## src/pkg/timer_cc_pkg.sv

```systemverilog
// constants for the timer compare, capture and pulse accumulator block
package timer_cc_pkg;
	// register indices; byte address is four times the index
	localparam logic [13:0] IDX_MASTER_MASK   = 14'h100C;
	localparam logic [13:0] IDX_MASTER_DATA   = 14'h100D;
	localparam logic [13:0] IDX_ACTION_CTRL   = 14'h1020;
	localparam logic [13:0] IDX_EDGE_CTRL     = 14'h1021;
	localparam logic [13:0] IDX_CHAN_ENABLES  = 14'h1022;
	localparam logic [13:0] IDX_CHAN_FLAGS    = 14'h1023;
	localparam logic [13:0] IDX_MISC_ENABLES  = 14'h1024;
	localparam logic [13:0] IDX_MISC_FLAGS    = 14'h1025;
	localparam logic [13:0] IDX_ACCUM_CONTROL = 14'h1026;
	localparam logic [13:0] IDX_ACCUM_COUNT   = 14'h1027;

	localparam logic [7:0] RESET_BYTE  = 8'h00;
	localparam logic [7:0] PORT_BITS   = 8'hF8;
	localparam logic [7:0] MISC_EN_BITS = 8'hF3;
	localparam logic [7:0] MISC_FL_BITS = 8'hF0;

	// accumulator control field positions
	localparam int DDR7_POS  = 7;
	localparam int EN_POS    = 6;
	localparam int MODE_POS  = 5;
	localparam int EDGE_POS  = 4;
	localparam int DDR3_POS  = 3;
	localparam int SEL45_POS = 2;

	// misc flag / enable positions
	localparam int OVF_POS   = 7;
	localparam int PER_POS   = 6;
	localparam int AOVF_POS  = 5;
	localparam int AEDGE_POS = 4;

	// timing
	localparam int E_CLOCK_MHZ      = 100;
	localparam int LOCK_E_CYCLES    = 64;
	localparam int GATE_DIVIDE      = 64;
	localparam int PERIOD_BASE_LOG2 = 13;

	typedef enum logic [1:0] {
		ACT_OFF,
		ACT_TOGGLE,
		ACT_LOW,
		ACT_HIGH
	} action_t;
endpackage

```

## src/hw/timer_cc.sv

```systemverilog
// timer compare/capture control, prescaler, periodic tick, pulse accumulator
//
// Chosen here: register access over APB.
`timescale 1ns/1ps

module timer_cc #(
	parameter int PERIOD_LOG2 = timer_cc_pkg::PERIOD_BASE_LOG2
) (
	input  wire logic        CLK,
	input  wire logic        RST_B,
	input  wire logic        PSEL,
	input  wire logic        PENABLE,
	input  wire logic        PWRITE,
	input  wire logic [15:0] PADDR,
	input  wire logic [31:0] PWDATA,
	output logic      [31:0] PRDATA,
	output logic             PREADY,
	output logic             PSLVERR,
	input  wire logic        SPECIAL_MODE,
	input  wire logic        COUNTER_WRAP,
	input  wire logic [4:0]  COMPARE_MATCH,
	input  wire logic [7:0]  PORTA_IN,
	output logic      [7:3]  PORTA_OUT,
	output logic      [7:3]  PORTA_OE,
	output logic             TIMER_TICK,
	output logic             TIMER_IRQ
);
	localparam int LOCK_CYCLES = timer_cc_pkg::LOCK_E_CYCLES;
	localparam int GATE_CYCLES = timer_cc_pkg::GATE_DIVIDE;
	localparam int PER_W = PERIOD_LOG2 + 3;

	logic [7:0] master_mask;
	logic [7:0] master_data;
	logic [7:0] action_ctrl;
	logic [7:0] edge_ctrl;
	logic [7:0] chan_enables;
	logic [7:0] chan_flags;
	logic [7:0] misc_enables;
	logic [7:0] misc_flags;
	logic [7:0] accum_control;
	logic [7:0] accum_count;
	logic       prescale_locked;
	logic [6:0] lock_count;
	logic [3:0] prescale_count;
	logic [PER_W-1:0] period_count;
	logic [5:0] gate_count;
	logic [3:0] cap_prev;
	logic       accum_prev;
	logic [7:3] port_latch;

	function automatic logic edge_hit(input logic [1:0] sel,
		input logic prev, input logic cur);
		edge_hit = (sel[0] & ~prev & cur) | (sel[1] & prev & ~cur);
	endfunction

	function automatic logic at_index(input logic [15:0] addr,
		input logic [13:0] idx);
		at_index = (addr == {idx, 2'b00});
	endfunction

	// bus decode
	wire access    = PSEL & PENABLE;
	wire wr        = access & PREADY & PWRITE;
	wire [7:0] wd  = PWDATA[7:0];
	wire hit_mask  = at_index(PADDR, timer_cc_pkg::IDX_MASTER_MASK);
	wire hit_data  = at_index(PADDR, timer_cc_pkg::IDX_MASTER_DATA);
	wire hit_act   = at_index(PADDR, timer_cc_pkg::IDX_ACTION_CTRL);
	wire hit_edge  = at_index(PADDR, timer_cc_pkg::IDX_EDGE_CTRL);
	wire hit_cen   = at_index(PADDR, timer_cc_pkg::IDX_CHAN_ENABLES);
	wire hit_cfl   = at_index(PADDR, timer_cc_pkg::IDX_CHAN_FLAGS);
	wire hit_men   = at_index(PADDR, timer_cc_pkg::IDX_MISC_ENABLES);
	wire hit_mfl   = at_index(PADDR, timer_cc_pkg::IDX_MISC_FLAGS);
	wire hit_pac   = at_index(PADDR, timer_cc_pkg::IDX_ACCUM_CONTROL);
	wire hit_cnt   = at_index(PADDR, timer_cc_pkg::IDX_ACCUM_COUNT);
	wire mapped    = hit_mask | hit_data | hit_act | hit_edge | hit_cen
		| hit_cfl | hit_men | hit_mfl | hit_pac | hit_cnt;

	wire [7:0] rd_byte =
		({8{hit_mask}} & master_mask)
		| ({8{hit_data}} & master_data)
		| ({8{hit_act}}  & action_ctrl)
		| ({8{hit_edge}} & edge_ctrl)
		| ({8{hit_cen}}  & chan_enables)
		| ({8{hit_cfl}}  & chan_flags)
		| ({8{hit_men}}  & misc_enables)
		| ({8{hit_mfl}}  & misc_flags)
		| ({8{hit_pac}}  & accum_control)
		| ({8{hit_cnt}}  & accum_count);

	// prescale select write permission
	// outside SPECIAL_MODE, locked after first write or 64 cycles
	wire pr_writable = SPECIAL_MODE | ~prescale_locked;
	wire [7:0] men_wmask = timer_cc_pkg::MISC_EN_BITS
		& {6'h3F, {2{pr_writable}}};
	wire [7:0] next_misc_enables = (misc_enables & ~men_wmask)
		| (wd & men_wmask);
	wire lock_done = (lock_count == 7'(LOCK_CYCLES - 1));
	wire next_locked = prescale_locked | lock_done | (wr & hit_men);

	// divide factor 1, 4, 8, 16
	wire [1:0] pr_sel = misc_enables[1:0];
	wire [3:0] pr_mask = (pr_sel == 2'h0) ? 4'h0 :
		(pr_sel == 2'h1) ? 4'h3 :
		(pr_sel == 2'h2) ? 4'h7 : 4'hF;
	wire next_tick = ((prescale_count & pr_mask) == pr_mask);

	// tap from rate bits: period 2^13 cycles at rate 0, (2^13-1)*2^rate+1 cycles above
	wire [1:0] rate = accum_control[1:0];
	wire [PER_W-1:0] per_mask = PER_W'(({3'h0, {PERIOD_LOG2{1'b1}}}
		<< rate) | {PER_W{1'b0}});
	// first flag only after a whole period
	wire period_hit = ((period_count & per_mask) == per_mask);

	// capture channels: index 0..3 = channel 1..4
	wire [3:0] cap_pin = {PORTA_IN[3], PORTA_IN[0], PORTA_IN[1],
		PORTA_IN[2]};
	// edge pairs descend from bit 7
	wire [7:0] cap_sel = {edge_ctrl[7:6], edge_ctrl[1:0],
		edge_ctrl[3:2], edge_ctrl[5:4]};
	wire [3:0] cap_hit;
	genvar gi;
	generate
		for (gi = 0; gi < 4; gi++)
		begin : g_cap
			assign cap_hit[gi] = edge_hit(cap_sel[2*gi+1 -: 2],
				cap_prev[gi], cap_pin[gi]);
		end
	endgenerate

	wire sel_capture = accum_control[timer_cc_pkg::SEL45_POS];
	wire shared_set = sel_capture ? cap_hit[3] : COMPARE_MATCH[4];
	wire [7:0] chan_set = {COMPARE_MATCH[0], COMPARE_MATCH[1],
		COMPARE_MATCH[2], COMPARE_MATCH[3], shared_set,
		cap_hit[0], cap_hit[1], cap_hit[2]};
	// write one clears, set wins over clear
	wire [7:0] chan_clr = (wr & hit_cfl) ? wd : 8'h00;
	wire [7:0] next_chan_flags = (chan_flags & ~chan_clr) | chan_set;

	// pulse accumulator
	// pin level feeds accumulator regardless of direction
	wire acc_pin = PORTA_IN[7];
	wire acc_on = accum_control[timer_cc_pkg::EN_POS];
	wire acc_gated = accum_control[timer_cc_pkg::MODE_POS];
	wire acc_pol = accum_control[timer_cc_pkg::EDGE_POS];
	// polarity picks edge or inhibiting level
	wire acc_edge = acc_pol ? (~accum_prev & acc_pin)
		: (accum_prev & ~acc_pin);
	wire gate_tick = (gate_count == 6'(GATE_CYCLES - 1));
	// gated mode counts E/64 while active
	wire acc_inc = acc_on & (acc_gated ? (gate_tick & (acc_pin != acc_pol))
		: acc_edge);
	wire acc_wrap = acc_inc & (accum_count == 8'hFF);
	wire [7:0] next_accum_count = (wr & hit_cnt) ? wd
		: (acc_inc ? accum_count + 8'h01 : accum_count);

	wire [7:0] misc_set = {COUNTER_WRAP, period_hit, acc_wrap,
		acc_on & acc_edge, 4'h0};
	// write one clears, set wins over clear
	wire [7:0] misc_clr = (wr & hit_mfl) ? wd : 8'h00;
	wire [7:0] next_misc_flags = ((misc_flags & ~misc_clr) | misc_set)
		& timer_cc_pkg::MISC_FL_BITS;

	// channel flag with enable requests interrupt
	// upper misc enables gate misc flags
	wire next_irq = (|(chan_flags & chan_enables))
		| (|(misc_flags[7:4] & misc_enables[7:4]));

	// compare output actions on port lines 6..3
	wire [3:0] oc_match = {COMPARE_MATCH[1], COMPARE_MATCH[2],
		COMPARE_MATCH[3], COMPARE_MATCH[4] & ~sel_capture};
	logic [7:3] next_port;
	logic [7:3] oe_action;
	always_comb
	begin
		next_port = port_latch;
		oe_action = 5'h00;
		for (int i = 0; i < 4; i++)
		begin
			// pair i+3 sits at bits 2i+1:2i
			if (action_ctrl[2*i+1 -: 2] != 2'h0 && !(i == 0 && sel_capture))
			begin
				oe_action[i+3] = 1'b1;
			end
			if (oc_match[i])
			begin
				unique case (timer_cc_pkg::action_t'(action_ctrl[2*i+1 -: 2]))
					timer_cc_pkg::ACT_OFF:    next_port[i+3] = port_latch[i+3];
					timer_cc_pkg::ACT_TOGGLE: next_port[i+3] = ~port_latch[i+3];
					timer_cc_pkg::ACT_LOW:    next_port[i+3] = 1'b0;
					timer_cc_pkg::ACT_HIGH:   next_port[i+3] = 1'b1;
				endcase
			end
		end
		// masked master data copied on master match
		// applied last so the master channel prevails
		if (COMPARE_MATCH[0])
		begin
			for (int j = 3; j < 8; j++)
			begin
				if (master_mask[j])
				begin
					next_port[j] = master_data[j];
				end
			end
		end
	end

	wire [7:3] next_oe = {accum_control[timer_cc_pkg::DDR7_POS],
		oe_action[6:4] | master_mask[6:4],
		accum_control[timer_cc_pkg::DDR3_POS] | oe_action[3]};

	// bus answer: one wait state, data and error registered
	always_ff @(posedge CLK or negedge RST_B)
	begin
		if (!RST_B)
		begin
			PREADY  <= 1'b0;
			PRDATA  <= 32'h00000000;
			PSLVERR <= 1'b0;
		end
		else
		begin
			PREADY  <= access & ~PREADY;
			PRDATA  <= (access & ~PREADY & ~PWRITE) ? {24'h000000, rd_byte}
				: 32'h00000000;
			PSLVERR <= access & ~PREADY & ~mapped;
		end
	end

	// software registers
	always_ff @(posedge CLK or negedge RST_B)
	begin
		if (!RST_B)
		begin
			master_mask   <= timer_cc_pkg::RESET_BYTE;
			master_data   <= timer_cc_pkg::RESET_BYTE;
			action_ctrl   <= timer_cc_pkg::RESET_BYTE;
			edge_ctrl     <= timer_cc_pkg::RESET_BYTE;
			chan_enables  <= timer_cc_pkg::RESET_BYTE;
			misc_enables  <= timer_cc_pkg::RESET_BYTE;
			accum_control <= timer_cc_pkg::RESET_BYTE;
		end
		else if (wr)
		begin
			if (hit_mask)
			begin
				master_mask <= wd & timer_cc_pkg::PORT_BITS;
			end
			if (hit_data)
			begin
				master_data <= wd & timer_cc_pkg::PORT_BITS;
			end
			if (hit_act)
			begin
				action_ctrl <= wd;
			end
			if (hit_edge)
			begin
				edge_ctrl <= wd;
			end
			if (hit_cen)
			begin
				chan_enables <= wd;
			end
			if (hit_men)
			begin
				misc_enables <= next_misc_enables;
			end
			if (hit_pac)
			begin
				accum_control <= wd;
			end
		end
	end

	// status, counters and pins
	always_ff @(posedge CLK or negedge RST_B)
	begin
		if (!RST_B)
		begin
			chan_flags      <= timer_cc_pkg::RESET_BYTE;
			misc_flags      <= timer_cc_pkg::RESET_BYTE;
			accum_count     <= timer_cc_pkg::RESET_BYTE;
			prescale_locked <= 1'b0;
			lock_count      <= 7'h00;
			prescale_count  <= 4'h0;
			period_count    <= '0;
			gate_count      <= 6'h00;
			cap_prev        <= 4'h0;
			accum_prev      <= 1'b0;
			port_latch      <= 5'h00;
			PORTA_OUT       <= 5'h00;
			PORTA_OE        <= 5'h00;
			TIMER_TICK      <= 1'b0;
			TIMER_IRQ       <= 1'b0;
		end
		else
		begin
			chan_flags      <= next_chan_flags;
			misc_flags      <= next_misc_flags;
			accum_count     <= next_accum_count;
			prescale_locked <= next_locked;
			lock_count      <= lock_done ? lock_count : lock_count + 7'h01;
			prescale_count  <= prescale_count + 4'h1;
			// periodic divider restarts when its tap fires
			period_count    <= period_hit ? '0 : period_count + 1'b1;
			gate_count      <= gate_count + 6'h01;
			cap_prev        <= cap_pin;
			accum_prev      <= acc_pin;
			port_latch      <= next_port;
			PORTA_OUT       <= next_port;
			PORTA_OE        <= next_oe;
			TIMER_TICK      <= next_tick;
			TIMER_IRQ       <= next_irq;
		end
	end
endmodule // timer_cc

```

## config.mk

```make
export PLATFORM = sky130hd
export DESIGN_NAME = timer_cc
export DESIGN_NICKNAME = d
export VERILOG_FILES = /design/src/pkg/timer_cc_pkg.sv /design/src/hw/timer_cc.sv
export SDC_FILE = /design/constraint.sdc
export NUM_CORES = 1
export LEC_CHECK = 0
export ABC_AREA = 1
export BUFFER_PORTS_ARGS = -buffer_cell sky130_fd_sc_hd__buf_2
export CAP_MARGIN = 0
export CORE_MARGIN = 2
export CORE_UTILIZATION = 45
export CTS_CLUSTER_SIZE = 14
export DETAILED_ROUTE_END_ITERATION = 10
export HOLD_SLACK_MARGIN = 0.15
export PLACE_DENSITY = 0.74
export SETUP_SLACK_MARGIN = 0.05
export SYNTH_ARGS = -nofsm -noshare
export SYNTH_HDL_FRONTEND = slang
export SYNTH_SLANG_ARGS = --single-unit
```

## constraint.sdc

```tcl
create_clock -name CLK -period 3.2 [get_ports CLK]
set_input_delay 0.32 -clock CLK [delete_from_list [all_inputs] [get_ports CLK]]
set_output_delay 0.32 -clock CLK [all_outputs]
set_load 0.01 [all_outputs]
```

==> out/summary.txt <==
synthesis-stage register bit count: 129
Antenna Cells: 0
period utilization: 0.646
leading area contributor after synthesis: dfrtp_1
pin count of the biggest net entering global routing: 79
Distinct cells, synth: 39
Congestion Overflow GR: 0
ys flop type: dfrtp_1
Die H: 124 um
PostCTS Resize Cnt: 0
H-tree levels: 4
WL/cell: 14.7 um
CP max FO: 13
layout cells sized above 1: 0.148
Critical Path AT: 2350 ps
Crit path max-delay family: compound AO/OA/AOI/OAI gates
startpoint types: flop
HPWL after DPL: 11.1 mm
DR vias: 5470
post-synth top area share: 0.500
CTS max path bufs: 2
Reg clk slew, reported paths: 60 ps
DR DRC count: 0
TritonCTS Sinks: 129
I/O pin cnt: 114
Core Region: 13900 sq um
Critical Path RT: 3480 ps
num rows: 43
routability cong.: 0.945
PwrDens: 488 nW/um^2
hold_buf cts: 10
setup TNS: 0 ps
CTS tree: done
outcome: completed
# port buffers: 62
RSZ-0062 raised after global routing: false
VDD IR max: 0.372 mV
vias in the first global route: 5210
Crit Path Category: reg2reg
crit path buf inv count: 2
top post-synthesis cells by area: dfrtp_1, nand2_1, nand3_1, nor2_1, o21ai_1
Cell Chain, Critical Path: inv_2, nor3_2, buf_4, nand3_1, o21ai_1, o21ai_0
Via density: 5.16
EDFF count, synth: 0
Total Routing Usage GR: 0.223
top cells by count, synth: nand2_1, dfrtp_1, nor2_1
Min-Delay Path Class: in2reg
clk_lat worst skew: 430 ps
Slew HR: 0.452
Leak: 3.79 nW
Slew Limit Fails: 0
Pre-antenna DRT Iters: 5
cell area after synthesis: 6450 sq um
sequential share of the synthesized area: 0.500
DRT antenna net count: 0
Synth Area per Inst: 8.21 sq um
Mapped Cells: 786
actual slew at the worst max-slew pin: 819 ps
post-synthesis async set-or-reset flop share: 1.00
Initial Util: 0.463
Final Hold Viols: 0
Slowest cell on crit path: o21ai_1
Hold Slack: 180 ps
YS warnings: 0
crit end category: flop
Layout area overhead: 17.1%
initial antenna violation count: 0
most frequent cell after synthesis: nand2_1
Final Setup Violations: 0
Final min period: 2070 ps
FMAX: 484 MHz
Final Skew: 8.42 ps
DIE WIDTH: 124 um
final net count: 941
global-route wire length before repair: 25.8 mm
post-CTS setup repair buffer count: 0
CP peak stage delay: 490 ps
DIE AREA: 15300 sq um
MaxCap Viol Count: 0
root buffer cell: clkbuf_16
DR iter-0 viols: 571
Routed WL: 15.6 mm
CTS buffer count: 17
[power breakdown]
| part | switching, mW | leakage (nW) | internal [mW] | total [mW] |
|---|---|---|---|---|
| registers | 0.00241 | 1.67 | 1.64 | 1.64 |
| logic | 0.0999 | 1.84 | 0.0385 | 0.138 |
| clock network | 0.707 | 0.279 | 1.20 | 1.91 |
| total | 0.809 | 3.79 | 2.88 | 3.69 |
[cell families after synthesis]
logic type / synth area share
compound gates: 0.0933
xor+xnor: 0.0380
fa+ha+maj: 0.00970
buf+inv: 0.0888
flops: 0.500
mux: 0.00175
other cells: 0.000581
simple gates: 0.268
[registers in the layout (all words and copies together), names as in the netlist, 4 cells and up, named ones only]
register        flops
PORTA_OE            5
master_mask         5
prescale_count      4
edge_ctrl           8
chan_enables        8
master_data         5
misc_enables        4
port_latch          5
lock_count          7
period_count       16
PRDATA              8
misc_flags          4
accum_control       8
cap_prev            4
chan_flags          8
action_ctrl         8
gate_count          6
accum_count         8
[path summary, 6_finish.rpt]
check,to,slack [ps],startpoint,cells past startpoint
min reg2reg,gate_count[0],450,gate_count[0],1
max,accum_count[4],1130,PREADY,6
max in group asynchronous,action_ctrl[6],1980,RST_B,3
min,accum_count[7],180,PWDATA[7],3
min in group asynchronous,period_count[5],490,RST_B,2
max reg2reg,accum_count[4],1130,PREADY,6
[worst reg2reg max path, delay by kind of cell, from the launching register on]
family / cells / cell delay, ps
compound gates: 2 / 670
simple gates: 2 / 570
flops: 1 / 380
buf+inv: 2 / 310
[metal layers]
| metal | routed length (um) | track usage | part of all wire |
|---|---|---|---|
| met5 | 0 | 0 | 0 |
| met3 | 1200 | 0.0614 | 0.077 |
| met1 | 7060 | 0.305 | 0.45 |
| met2 | 7030 | 0.344 | 0.45 |
| met4 | 299 | 0.0774 | 0.019 |
[layout make-up]
| cell class | count | area, sq um |
|---|---|---|
| Fill cell | 1300 | 6380 |
| Sequential cell | 129 | 3230 |
| Multi-Input combinational cell | 558 | 2740 |
| Clock buffer | 23 | 478 |
| Timing Repair Buffer | 75 | 452 |
| Inverter | 87 | 327 |
| Tap cell | 180 | 225 |
| Clock inverter | 9 | 106 |
[stage by stage]
stage	util	instance area (sq um)	total power, mW	instances	worst slack, ps
after floorplan	-	6540	1.74	809	1730
after detailed placement	0.493	6870	1.80	1019	1070
final	0.542	7550	3.69	1061	1130
after global routing	0.542	7550	3.80	1061	946
after CTS	0.542	7550	3.72	1061	1160
after global placement	0.493	6870	1.80	1019	1130
[cell usage in the layout, fill, tap and decap left out, types with 5 or more instances in the layout]
cell type,Yosys,final
nand2_1,173,173
dfrtp_1,129,129
nor2_1,90,90
inv_1,79,79
nand3_1,75,75
buf_2,8,61
o21ai_1,60,60
conb_1,1,24
xor2_1,20,20
o21ai_0,18,18
clkbuf_16,0,17
a21oi_1,14,14
nand4_1,11,11
nand2_2,10,10
nor3_1,10,10
dlygate4sd3_1,0,10
nor2_4,8,8
inv_2,8,8
xnor2_1,8,8
ha_1,5,5
Power figures use the tool's default switching activity.
